## config.mk

```make
export PLATFORM = sky130hd
export DESIGN_NAME = sensor_line_timing_monitor
export DESIGN_NICKNAME = d
export VERILOG_FILES = /design/src/logic/line_timing_pkg.sv /design/src/logic/sensor_line_timing_monitor.sv
export VERILOG_INCLUDE_DIRS = /design/src /design/src/logic
export SDC_FILE = /design/constraint.sdc
export NUM_CORES = 1
export LEC_CHECK = 0
export BUFFER_PORTS_ARGS = -buffer_cell sky130_fd_sc_hd__buf_4
export CAP_MARGIN = 20
export CORE_AREA = 2 2 115 106
export DETAILED_ROUTE_END_ITERATION = 12
export DIE_AREA = 0 0 117 108
export PLACE_DENSITY_LB_ADDON = 0.3
export SLEW_MARGIN = 0
export SYNTH_ARGS = -nofsm -noshare
export SYNTH_HDL_FRONTEND = slang
export SYNTH_SLANG_ARGS = --single-unit
```

## constraint.sdc

```tcl
create_clock -name i_ref_clk -period 3.6 [get_ports i_ref_clk]
set_input_delay 0.9 -clock i_ref_clk [delete_from_list [all_inputs] [get_ports i_ref_clk]]
set_output_delay 0.9 -clock i_ref_clk [all_outputs]
set_load 0.01 [all_outputs]
```

## src/logic/line_timing_defs.svh

```systemverilog
// Offsets, field positions and reset values of the line timing monitor.
// Assumes inclusion by bare name from a file that needs the constants.
`ifndef LINE_TIMING_DEFS_SVH
`define LINE_TIMING_DEFS_SVH
// Register indices; the byte address on the bus is four times the index.
`define LT_OFF_VALID_START_HIGH 6'h06
`define LT_OFF_VALID_START_LOW  6'h07
`define LT_OFF_VALID_END_HIGH   6'h08
`define LT_OFF_VALID_END_LOW    6'h09
`define LT_OFF_LINE_LEN_HIGH    6'h0A
`define LT_OFF_LINE_LEN_LOW     6'h0B
`define LT_OFF_PROBE_SEL_ONE    6'h0C
`define LT_OFF_STATUS           6'h0D
`define LT_RST_VALID_START_HIGH 8'h00
`define LT_RST_VALID_START_LOW  8'h00
`define LT_RST_VALID_END_HIGH   8'h3F
`define LT_RST_VALID_END_LOW    8'hFE
`define LT_RST_LINE_LEN_HIGH    8'h3F
`define LT_RST_LINE_LEN_LOW     8'hFF
`define LT_RST_PROBE_SEL_ONE    8'hFF
`define LT_HIGH_FIELD_MSB       5
`define LT_SIG_FIELD_MSB        7
`define LT_SIG_FIELD_LSB        4
`define LT_PIN_FIELD_MSB        3
`define LT_PIN_FIELD_LSB        0
`define LT_SIG_NONE             4'hF
`define LT_PIN_OUT_1            4'h0
`define LT_PIN_OUT_2            4'h1
`define LT_PIN_OUT_3            4'h2
`define LT_AXI_OKAY             2'h0
`define LT_AXI_SLVERR           2'h2
`endif

```

## src/logic/line_timing_pkg.sv

```systemverilog
// Types shared by the line timing monitor.
// Assumes nothing beyond a SystemVerilog compiler.
package line_timing_pkg;
    typedef enum logic [3:0] {
        SIG_SAMPLE_RED   = 4'h0,
        SIG_CLAMP_RED    = 4'h1,
        SIG_SAMPLE_GREEN = 4'h2,
        SIG_CLAMP_GREEN  = 4'h3,
        SIG_SAMPLE_BLUE  = 4'h4,
        SIG_CLAMP_BLUE   = 4'h5
    } probe_sig_t;
endpackage : line_timing_pkg

```

## src/logic/sensor_line_timing_monitor.sv

```systemverilog
// Line pixel counter, valid pixel window, transfer pulse and strobe probe.
// Assumes an AXI4-Lite master on i_ref_clk and strobes synchronous to it.
//
// What this block does
// - Valid indication drops once the pixel count reaches the end value.
// - The end value is high register bits 5:0 above the whole low register.
// - The line end value is 14 bits, six high plus a low byte, range 0 to 16383.
// - At the line end count the line ends and the next starts at once.
// - Line length sets both integration time and transfer pulse spacing.
// - The window, line and probe registers reset to their listed defaults.
// - An active probe drives its strobe on the chosen output over normal mapping.
// - Probe bits 7:4 pick red, green or blue sample or clamp by codes 0 to 5.
// - Signal code 1111 disables probing and leaves outputs normal.
// - Probe bits 3:0 pick output one, two or three by codes 0, 1 and 2.
// - Valid indication starts when the pixel count reaches the start value.
//
// The AXI4-Lite interface to the registers was chosen for this implementation.
`timescale 1ns/1ps
`include "line_timing_defs.svh"

module sensor_line_timing_monitor #(
    parameter int CNT_W = 14
) (
    input  wire logic        i_ref_clk,
    input  wire logic        i_rstn,
    input  wire logic [7:0]  s_axi_awaddr,
    input  wire logic        s_axi_awvalid,
    output logic             s_axi_awready,
    input  wire logic [31:0] s_axi_wdata,
    input  wire logic [3:0]  s_axi_wstrb,
    input  wire logic        s_axi_wvalid,
    output logic             s_axi_wready,
    output logic [1:0]       s_axi_bresp,
    output logic             s_axi_bvalid,
    input  wire logic        s_axi_bready,
    input  wire logic [7:0]  s_axi_araddr,
    input  wire logic        s_axi_arvalid,
    output logic             s_axi_arready,
    output logic [31:0]      s_axi_rdata,
    output logic [1:0]       s_axi_rresp,
    output logic             s_axi_rvalid,
    input  wire logic        s_axi_rready,
    input  wire logic [5:0]  i_strobes,
    input  wire logic [2:0]  i_ctrl_normal,
    output logic [2:0]       o_sensor_ctrl_out,
    output logic             o_sensor_transfer_pulse,
    output logic             o_valid_pixel,
    output logic [CNT_W-1:0] o_pixel_count
);

    ////////////////////////////////////////////////////////////////////////////
    // Register file and AXI4-Lite slave.

    logic [7:0]  vs_hi_r, vs_lo_r, ve_hi_r, ve_lo_r, ll_hi_r, ll_lo_r, probe_r;
    logic [7:0]  vs_hi_nxt, vs_lo_nxt, ve_hi_nxt, ve_lo_nxt, ll_hi_nxt, ll_lo_nxt, probe_nxt;
    logic        aw_got_r, w_got_r, bvalid_r, rvalid_r;
    logic        aw_got_nxt, w_got_nxt, bvalid_nxt, rvalid_nxt;
    logic [7:0]  awaddr_r, awaddr_nxt;
    logic [7:0]  wdata_r, wdata_nxt;
    logic        wstrb_r, wstrb_nxt;
    logic [1:0]  bresp_r, bresp_nxt, rresp_r, rresp_nxt;
    logic [31:0] rdata_r, rdata_nxt;
    logic        do_write;
    logic [CNT_W-1:0] count_r, count_nxt;
    logic        valid_r, valid_nxt, pulse_r, pulse_nxt;
    logic [2:0]  ctrl_r, ctrl_nxt;
    logic [CNT_W-1:0] vstart, vend, lend;

    // Address and data may come in either order; each is held until both are in.
    assign s_axi_awready = !aw_got_r && !bvalid_r;
    assign s_axi_wready  = !w_got_r && !bvalid_r;
    assign s_axi_arready = !rvalid_r;
    assign s_axi_bvalid  = bvalid_r;
    assign s_axi_bresp   = bresp_r;
    assign s_axi_rvalid  = rvalid_r;
    assign s_axi_rdata   = rdata_r;
    assign s_axi_rresp   = rresp_r;
    // Built from held flags and live handshakes only, so the decode cannot loop on itself.
    assign do_write      = (aw_got_r || (s_axi_awvalid && s_axi_awready))
                           && (w_got_r || (s_axi_wvalid && s_axi_wready)) && !bvalid_r;

    // Channel capture and register updates; only byte lane 0 carries data.
    always_comb
    begin
        aw_got_nxt = aw_got_r;
        w_got_nxt  = w_got_r;
        awaddr_nxt = awaddr_r;
        wdata_nxt  = wdata_r;
        wstrb_nxt  = wstrb_r;
        bvalid_nxt = bvalid_r;
        bresp_nxt  = bresp_r;
        vs_hi_nxt  = vs_hi_r;
        vs_lo_nxt  = vs_lo_r;
        ve_hi_nxt  = ve_hi_r;
        ve_lo_nxt  = ve_lo_r;
        ll_hi_nxt  = ll_hi_r;
        ll_lo_nxt  = ll_lo_r;
        probe_nxt  = probe_r;
        if (s_axi_awvalid && s_axi_awready)
        begin
            aw_got_nxt = 1'b1;
            awaddr_nxt = s_axi_awaddr;
        end
        if (s_axi_wvalid && s_axi_wready)
        begin
            w_got_nxt = 1'b1;
            wdata_nxt = s_axi_wdata[7:0];
            wstrb_nxt = s_axi_wstrb[0];
        end
        if (bvalid_r && s_axi_bready)
        begin
            bvalid_nxt = 1'b0;
        end
        if (do_write)
        begin
            aw_got_nxt = 1'b0;
            w_got_nxt  = 1'b0;
            bvalid_nxt = 1'b1;
            bresp_nxt  = `LT_AXI_OKAY;
            case (awaddr_nxt[7:2])
                `LT_OFF_VALID_START_HIGH: if (wstrb_nxt) vs_hi_nxt = wdata_nxt;
                `LT_OFF_VALID_START_LOW:  if (wstrb_nxt) vs_lo_nxt = wdata_nxt;
                `LT_OFF_VALID_END_HIGH:   if (wstrb_nxt) ve_hi_nxt = wdata_nxt;
                `LT_OFF_VALID_END_LOW:    if (wstrb_nxt) ve_lo_nxt = wdata_nxt;
                `LT_OFF_LINE_LEN_HIGH:    if (wstrb_nxt) ll_hi_nxt = wdata_nxt;
                `LT_OFF_LINE_LEN_LOW:     if (wstrb_nxt) ll_lo_nxt = wdata_nxt;
                `LT_OFF_PROBE_SEL_ONE:    if (wstrb_nxt) probe_nxt = wdata_nxt;
                `LT_OFF_STATUS:           bresp_nxt = `LT_AXI_OKAY;
                default:                  bresp_nxt = `LT_AXI_SLVERR;
            endcase
        end
    end

    // Read channel; the answer follows the address by one cycle.
    always_comb
    begin
        rvalid_nxt = rvalid_r;
        rdata_nxt  = rdata_r;
        rresp_nxt  = rresp_r;
        if (rvalid_r && s_axi_rready)
        begin
            rvalid_nxt = 1'b0;
        end
        if (s_axi_arvalid && s_axi_arready)
        begin
            rvalid_nxt = 1'b1;
            rresp_nxt  = `LT_AXI_OKAY;
            rdata_nxt  = 32'h0000_0000;
            case (s_axi_araddr[7:2])
                `LT_OFF_VALID_START_HIGH: rdata_nxt[7:0] = vs_hi_r;
                `LT_OFF_VALID_START_LOW:  rdata_nxt[7:0] = vs_lo_r;
                `LT_OFF_VALID_END_HIGH:   rdata_nxt[7:0] = ve_hi_r;
                `LT_OFF_VALID_END_LOW:    rdata_nxt[7:0] = ve_lo_r;
                `LT_OFF_LINE_LEN_HIGH:    rdata_nxt[7:0] = ll_hi_r;
                `LT_OFF_LINE_LEN_LOW:     rdata_nxt[7:0] = ll_lo_r;
                `LT_OFF_PROBE_SEL_ONE:    rdata_nxt[7:0] = probe_r;
                `LT_OFF_STATUS:           rdata_nxt = {16'h0000, valid_r, 1'b0, count_r};
                default:                  rresp_nxt = `LT_AXI_SLVERR;
            endcase
        end
    end

    // Register state; reset loads the documented defaults.
    always_ff @(posedge i_ref_clk or negedge i_rstn)
    begin
        if (!i_rstn)
        begin
            vs_hi_r  <= `LT_RST_VALID_START_HIGH;
            vs_lo_r  <= `LT_RST_VALID_START_LOW;
            ve_hi_r  <= `LT_RST_VALID_END_HIGH;
            ve_lo_r  <= `LT_RST_VALID_END_LOW;
            ll_hi_r  <= `LT_RST_LINE_LEN_HIGH;
            ll_lo_r  <= `LT_RST_LINE_LEN_LOW;
            probe_r  <= `LT_RST_PROBE_SEL_ONE;
            aw_got_r <= 1'b0;
            w_got_r  <= 1'b0;
            awaddr_r <= 8'h00;
            wdata_r  <= 8'h00;
            wstrb_r  <= 1'b0;
            bvalid_r <= 1'b0;
            bresp_r  <= 2'h0;
            rvalid_r <= 1'b0;
            rdata_r  <= 32'h0000_0000;
            rresp_r  <= 2'h0;
        end
        else
        begin
            vs_hi_r  <= vs_hi_nxt;
            vs_lo_r  <= vs_lo_nxt;
            ve_hi_r  <= ve_hi_nxt;
            ve_lo_r  <= ve_lo_nxt;
            ll_hi_r  <= ll_hi_nxt;
            ll_lo_r  <= ll_lo_nxt;
            probe_r  <= probe_nxt;
            aw_got_r <= aw_got_nxt;
            w_got_r  <= w_got_nxt;
            awaddr_r <= awaddr_nxt;
            wdata_r  <= wdata_nxt;
            wstrb_r  <= wstrb_nxt;
            bvalid_r <= bvalid_nxt;
            bresp_r  <= bresp_nxt;
            rvalid_r <= rvalid_nxt;
            rdata_r  <= rdata_nxt;
            rresp_r  <= rresp_nxt;
        end
    end

    ////////////////////////////////////////////////////////////////////////////
    // Line timing.

    // Reserved high bits are stored but ignored, so a careless write cannot stretch a line.
    assign vstart = {vs_hi_r[`LT_HIGH_FIELD_MSB:0], vs_lo_r};
    assign vend   = {ve_hi_r[`LT_HIGH_FIELD_MSB:0], ve_lo_r};
    assign lend   = {ll_hi_r[`LT_HIGH_FIELD_MSB:0], ll_lo_r};

    // Counter wraps at the line end; the window is judged on the next count.
    always_comb
    begin
        if (count_r >= lend)
        begin
            count_nxt = '0;
            pulse_nxt = 1'b1;
        end
        else
        begin
            count_nxt = count_r + 1'b1;
            pulse_nxt = 1'b0;
        end
        valid_nxt = (count_nxt >= vstart) && (count_nxt < vend);
    end

    // Probe routing; an active probe overrides the normal mapping of one pin.
    always_comb
    begin
        logic [3:0] sig;
        logic [3:0] pin;
        logic       strobe;
        sig      = probe_r[`LT_SIG_FIELD_MSB:`LT_SIG_FIELD_LSB];
        pin      = probe_r[`LT_PIN_FIELD_MSB:`LT_PIN_FIELD_LSB];
        strobe   = 1'b0;
        ctrl_nxt = i_ctrl_normal;
        case (sig)
            line_timing_pkg::SIG_SAMPLE_RED:   strobe = i_strobes[0];
            line_timing_pkg::SIG_CLAMP_RED:    strobe = i_strobes[1];
            line_timing_pkg::SIG_SAMPLE_GREEN: strobe = i_strobes[2];
            line_timing_pkg::SIG_CLAMP_GREEN:  strobe = i_strobes[3];
            line_timing_pkg::SIG_SAMPLE_BLUE:  strobe = i_strobes[4];
            line_timing_pkg::SIG_CLAMP_BLUE:   strobe = i_strobes[5];
            default:                           strobe = 1'b0;
        endcase
        if (sig <= line_timing_pkg::SIG_CLAMP_BLUE)
        begin
            case (pin)
                `LT_PIN_OUT_1: ctrl_nxt[0] = strobe;
                `LT_PIN_OUT_2: ctrl_nxt[1] = strobe;
                `LT_PIN_OUT_3: ctrl_nxt[2] = strobe;
                default:       ctrl_nxt = i_ctrl_normal;
            endcase
        end
    end

    // Timing state registers.
    always_ff @(posedge i_ref_clk or negedge i_rstn)
    begin
        if (!i_rstn)
        begin
            count_r <= '0;
            valid_r <= 1'b0;
            pulse_r <= 1'b0;
            ctrl_r  <= 3'h0;
        end
        else
        begin
            count_r <= count_nxt;
            valid_r <= valid_nxt;
            pulse_r <= pulse_nxt;
            ctrl_r  <= ctrl_nxt;
        end
    end

    assign o_pixel_count           = count_r;
    assign o_valid_pixel           = valid_r;
    assign o_sensor_transfer_pulse = pulse_r;
    assign o_sensor_ctrl_out       = ctrl_r;

endmodule : sensor_line_timing_monitor

```

==> impl_results.md <==
- FMAX: 283.3 MHz
- Unrepaired setup endpoints after global routing: no
- First-pass DRT Iterations: 5
- GR Overflow Total: 0
- CTS Buf Count: 9
- Lkg Pwr: 0.003328 uW
- Worst path arrival time: 3.83 ns
- Setup CP Type: reg -> reg
- # placed instances: 797
- Worst hold path type: reg -> reg
- CP delay by family, top: compound AO/OA/AOI/OAI gates
- CTS tree: built
- Worst-margin pin slew: 0.7582 ns
- Maximum Capacitance Violations: 0
- Synth top area cells: dfrtp_1 31%, dfstp_2 15%, mux2_2 13%
- Routed Antenna Nets: 0
- Buf/Inv on CP: 3
- Routed len/inst: 18.69 um
- Seq cells post-synth: 111
- Period utilization: 0.9805
- Biggest area consumer among synthesized cells: dfrtp_1
- Clk sink count: 111
- Pwr/cell area: 799.0 nW/um^2
- # port buffers: 77
- DRT iter0 DRCs: 348
- CP max stage cell: dfstp_2
- Post-Syn Instances: 555
- P&R area growth vs syn: 18.68%
- Top-area cell type share of the netlist area: 0.3087
- Final Max Tran Viols: 0
- Row count: 37
- Share of layout cells above drive strength 1: 0.3592
- GRT Util Overall: 0.2556
- Die width: 117 um
- First-pass GRT wire length: 23,930 um
- Skew-Pair Late Insertion Delay: 0.36 ns
- Fin cells: 813
- Worst-path cell chain: inv_1 > ha_1 > a21oi_1 > a21boi_0 > o311ai_0 > buf_4 > nand2_1 > buf_4 > nor2_1 > ha_1 > nand4_1 > nor3_1 > o31ai_1 > and3_1 > and3_1
- Root buffer cell: clkbuf_16
- Synthesis Warnings: 0
- Die Ht: 108 um
- Antenna violations before repair: 0
- Register area: 2821 sq um
- Crit-path max FO: 13
- Longest Clk Path Bufs: 2
- Top Ports: 128
- GP Congestion: 0.9299
- Yosys cell types: 52
- Pin count of the biggest net entering global routing: 51
- Syn Std Cell Area: 6161 sq um
- Slew HR: 0.4898
- Post-DP Area: 6978 sq um
- Worst-path clk slew: 0.07 ns
- Remaining routing DRC violations: 0
- TNS Setup: 0 ns
- Initial Utilization: 0.5432
- Multi-input gate area: 3039 sq um
- Final hold vios: 0
- Synthesized area per cell: 11.10 sq um
- Via count: 4,605
- Tmin final: 3.530 ns
- Synth async-reset ratio: 1.000
- Hpwl dp: 11,630 um
- Final setup viols: 0
- Post-Route Utilization: 0.6447
- Vias in the first global route: 4,652
- Diode count: 0
- Main flop type after synthesis: dfrtp_1
- Register area share after synthesis: 0.4580
- Max incr delay on CP: 0.55 ns
- Nets: 762
- H-Tree Level Count: 3
- Fill cells: 899
- Clock Skews: 0.009320 ns
- Vias per inst: 5.664
- Maximum VDD drop: 0.3849 mV
- Worst setup EP type: register
- Routed wire length: 15,190 um
- CP Launch Type: register
- Status: finished clean
- Worst Path Required: 3.90 ns
- Final Cell Area: 7312 sq um
- Die Area: 12,640 sq um
- Core Area: 11,340 sq um
- Post-synth EDFFs: 0
- Number of flip-flops in the largest register: 15
==> cells by family after synthesis <==
family                     count (synthesis)  share of synthesized area
xor gates and xnor gates                  13                    0.01848
and+or+nand+nor                          140                     0.1123
adders and majority gates                 42                    0.08530
muxes                                     93                     0.1781
other                                      1                  0.0006087
AOI/OAI and AO/OA                         77                    0.08713
DFF                                      111                     0.4580
buffers and inverters                     78                    0.06011
==> cell usage after synthesis (2+ instances only) <==
library cell / number
xor2_1: 7
ha_1: 42
dfrtp_1: 76
o221ai_1: 4
nor4_1: 5
xnor2_1: 6
and2_1: 3
o22ai_1: 4
clkbuf_1: 4
nand2_1: 46
nand4_1: 8
a211oi_1: 2
nand3_1: 11
and3_1: 4
mux4_2: 6
dfstp_2: 35
o21ai_0: 22
nand2b_1: 2
nor2b_1: 6
nand2_2: 2
mux2i_1: 14
nor2_1: 32
a222oi_1: 3
buf_2: 2
a21oi_1: 14
buf_1: 3
o21bai_1: 3
nor3_1: 6
a22oi_1: 4
inv_1: 49
mux2_2: 73
nand3b_1: 4
buf_4: 20
a22o_1: 3
nand3_2: 2
o21a_1: 4
nor3b_1: 2
a2111o_1: 2
a21boi_0: 2
a221oi_1: 6
==> cell usage in the layout, fill, tap and decap left out, types with 14 or more instances in the layout <==
cell and count:
buf_4 96, dfrtp_1 76, mux2_2 73, inv_1 49
nand2_1 46, ha_1 42, dfstp_2 35, nor2_1 31
o21ai_0 22, conb_1 19, a21oi_1 14, mux2i_1 14
==> metal layers <==
metal / vias up / GRT usage / wire, um
met5: - / 0 / 0
met4: 0 / 0.08992 / 418
met3: 34 / 0.05493 / 1009
met2: 188 / 0.4195 / 7334
met1: 2236 / 0.3363 / 6428
li1: 2147 / - / -
==> power breakdown <==
| part | switching [uW] | leakage, uW | internal [uW] |
|---|---|---|---|
| logic | 1420 | 0.00181 | 1190 |
| registers | 320 | 0.00136 | 1810 |
| clock network | 472 | 0.000155 | 633 |
| total | 2210 | 0.00333 | 3630 |
==> final cells by class <==
cell class	count	share of cell area
Clock buffer	10	0.03268
Clock inverter	6	0.01266
Inverter	49	0.02515
Multi-Input combinational cell	384	0.4156
Sequential cell	111	0.3859
Tap cell	156	0.02669
Timing Repair Buffer	97	0.1013
==> path summary, 6_finish.rpt <==
check	depth (start not counted)	to	slack [ns]	start
min in group asynchronous	1	s_axi_rdata[7]$_DFFE_PN0P_	0.58	i_rstn
setup reg to reg	15	o_valid_pixel$_DFF_PN0_	0.07	ll_lo_r[4]$_DFFE_PN1P_
max in group asynchronous	2	probe_r[0]$_DFFE_PN1P_	2.25	i_rstn
hold / removal	2	s_axi_rdata[15]$_DFFE_PN0P_	0.48	s_axi_rdata[15]$_DFFE_PN0P_
setup / recovery	15	o_valid_pixel$_DFF_PN0_	0.07	ll_lo_r[4]$_DFFE_PN1P_
hold reg to reg	2	s_axi_rdata[15]$_DFFE_PN0P_	0.48	s_axi_rdata[15]$_DFFE_PN0P_
==> worst min-delay path, delay by kind of cell, from the launching register on <==
kind | cells | cell delay [ns]
flip-flops | 1 | 0.34
AO/OA/AOI/OAI | 1 | 0.06
AND/OR/NAND/NOR | 1 | 0.05
==> stage by stage <==
| step | total power, uW | setup slack, ns | hold WS, ns |
|---|---|---|---|
| 6_report | 5842 | 0.07031 | 0.4822 |
| 5_1_grt | 6192 | 0.01638 | 0.5168 |
| 4_1_cts | 5825 | 0.1335 | 0.4888 |
| 3_5_place_dp | 4708 | 0.1511 | 0.4730 |
| 3_3_place_gp | 4584 | 0.2194 | 0.4631 |
| 2_1_floorplan | 3776 | 0.4120 | 0.4739 |
==> what timing repair did <==
| action | CTS | global route |
|---|---|---|
| hold buffers | 0 | 0 |
| setup endpoints to repair | 0 | 1 |
| buffers inserted | 0 | 0 |
| hold endpoints to repair | 0 | 0 |
| gates resized for setup | 0 | 1 |
Power figures use the tool's default switching activity.
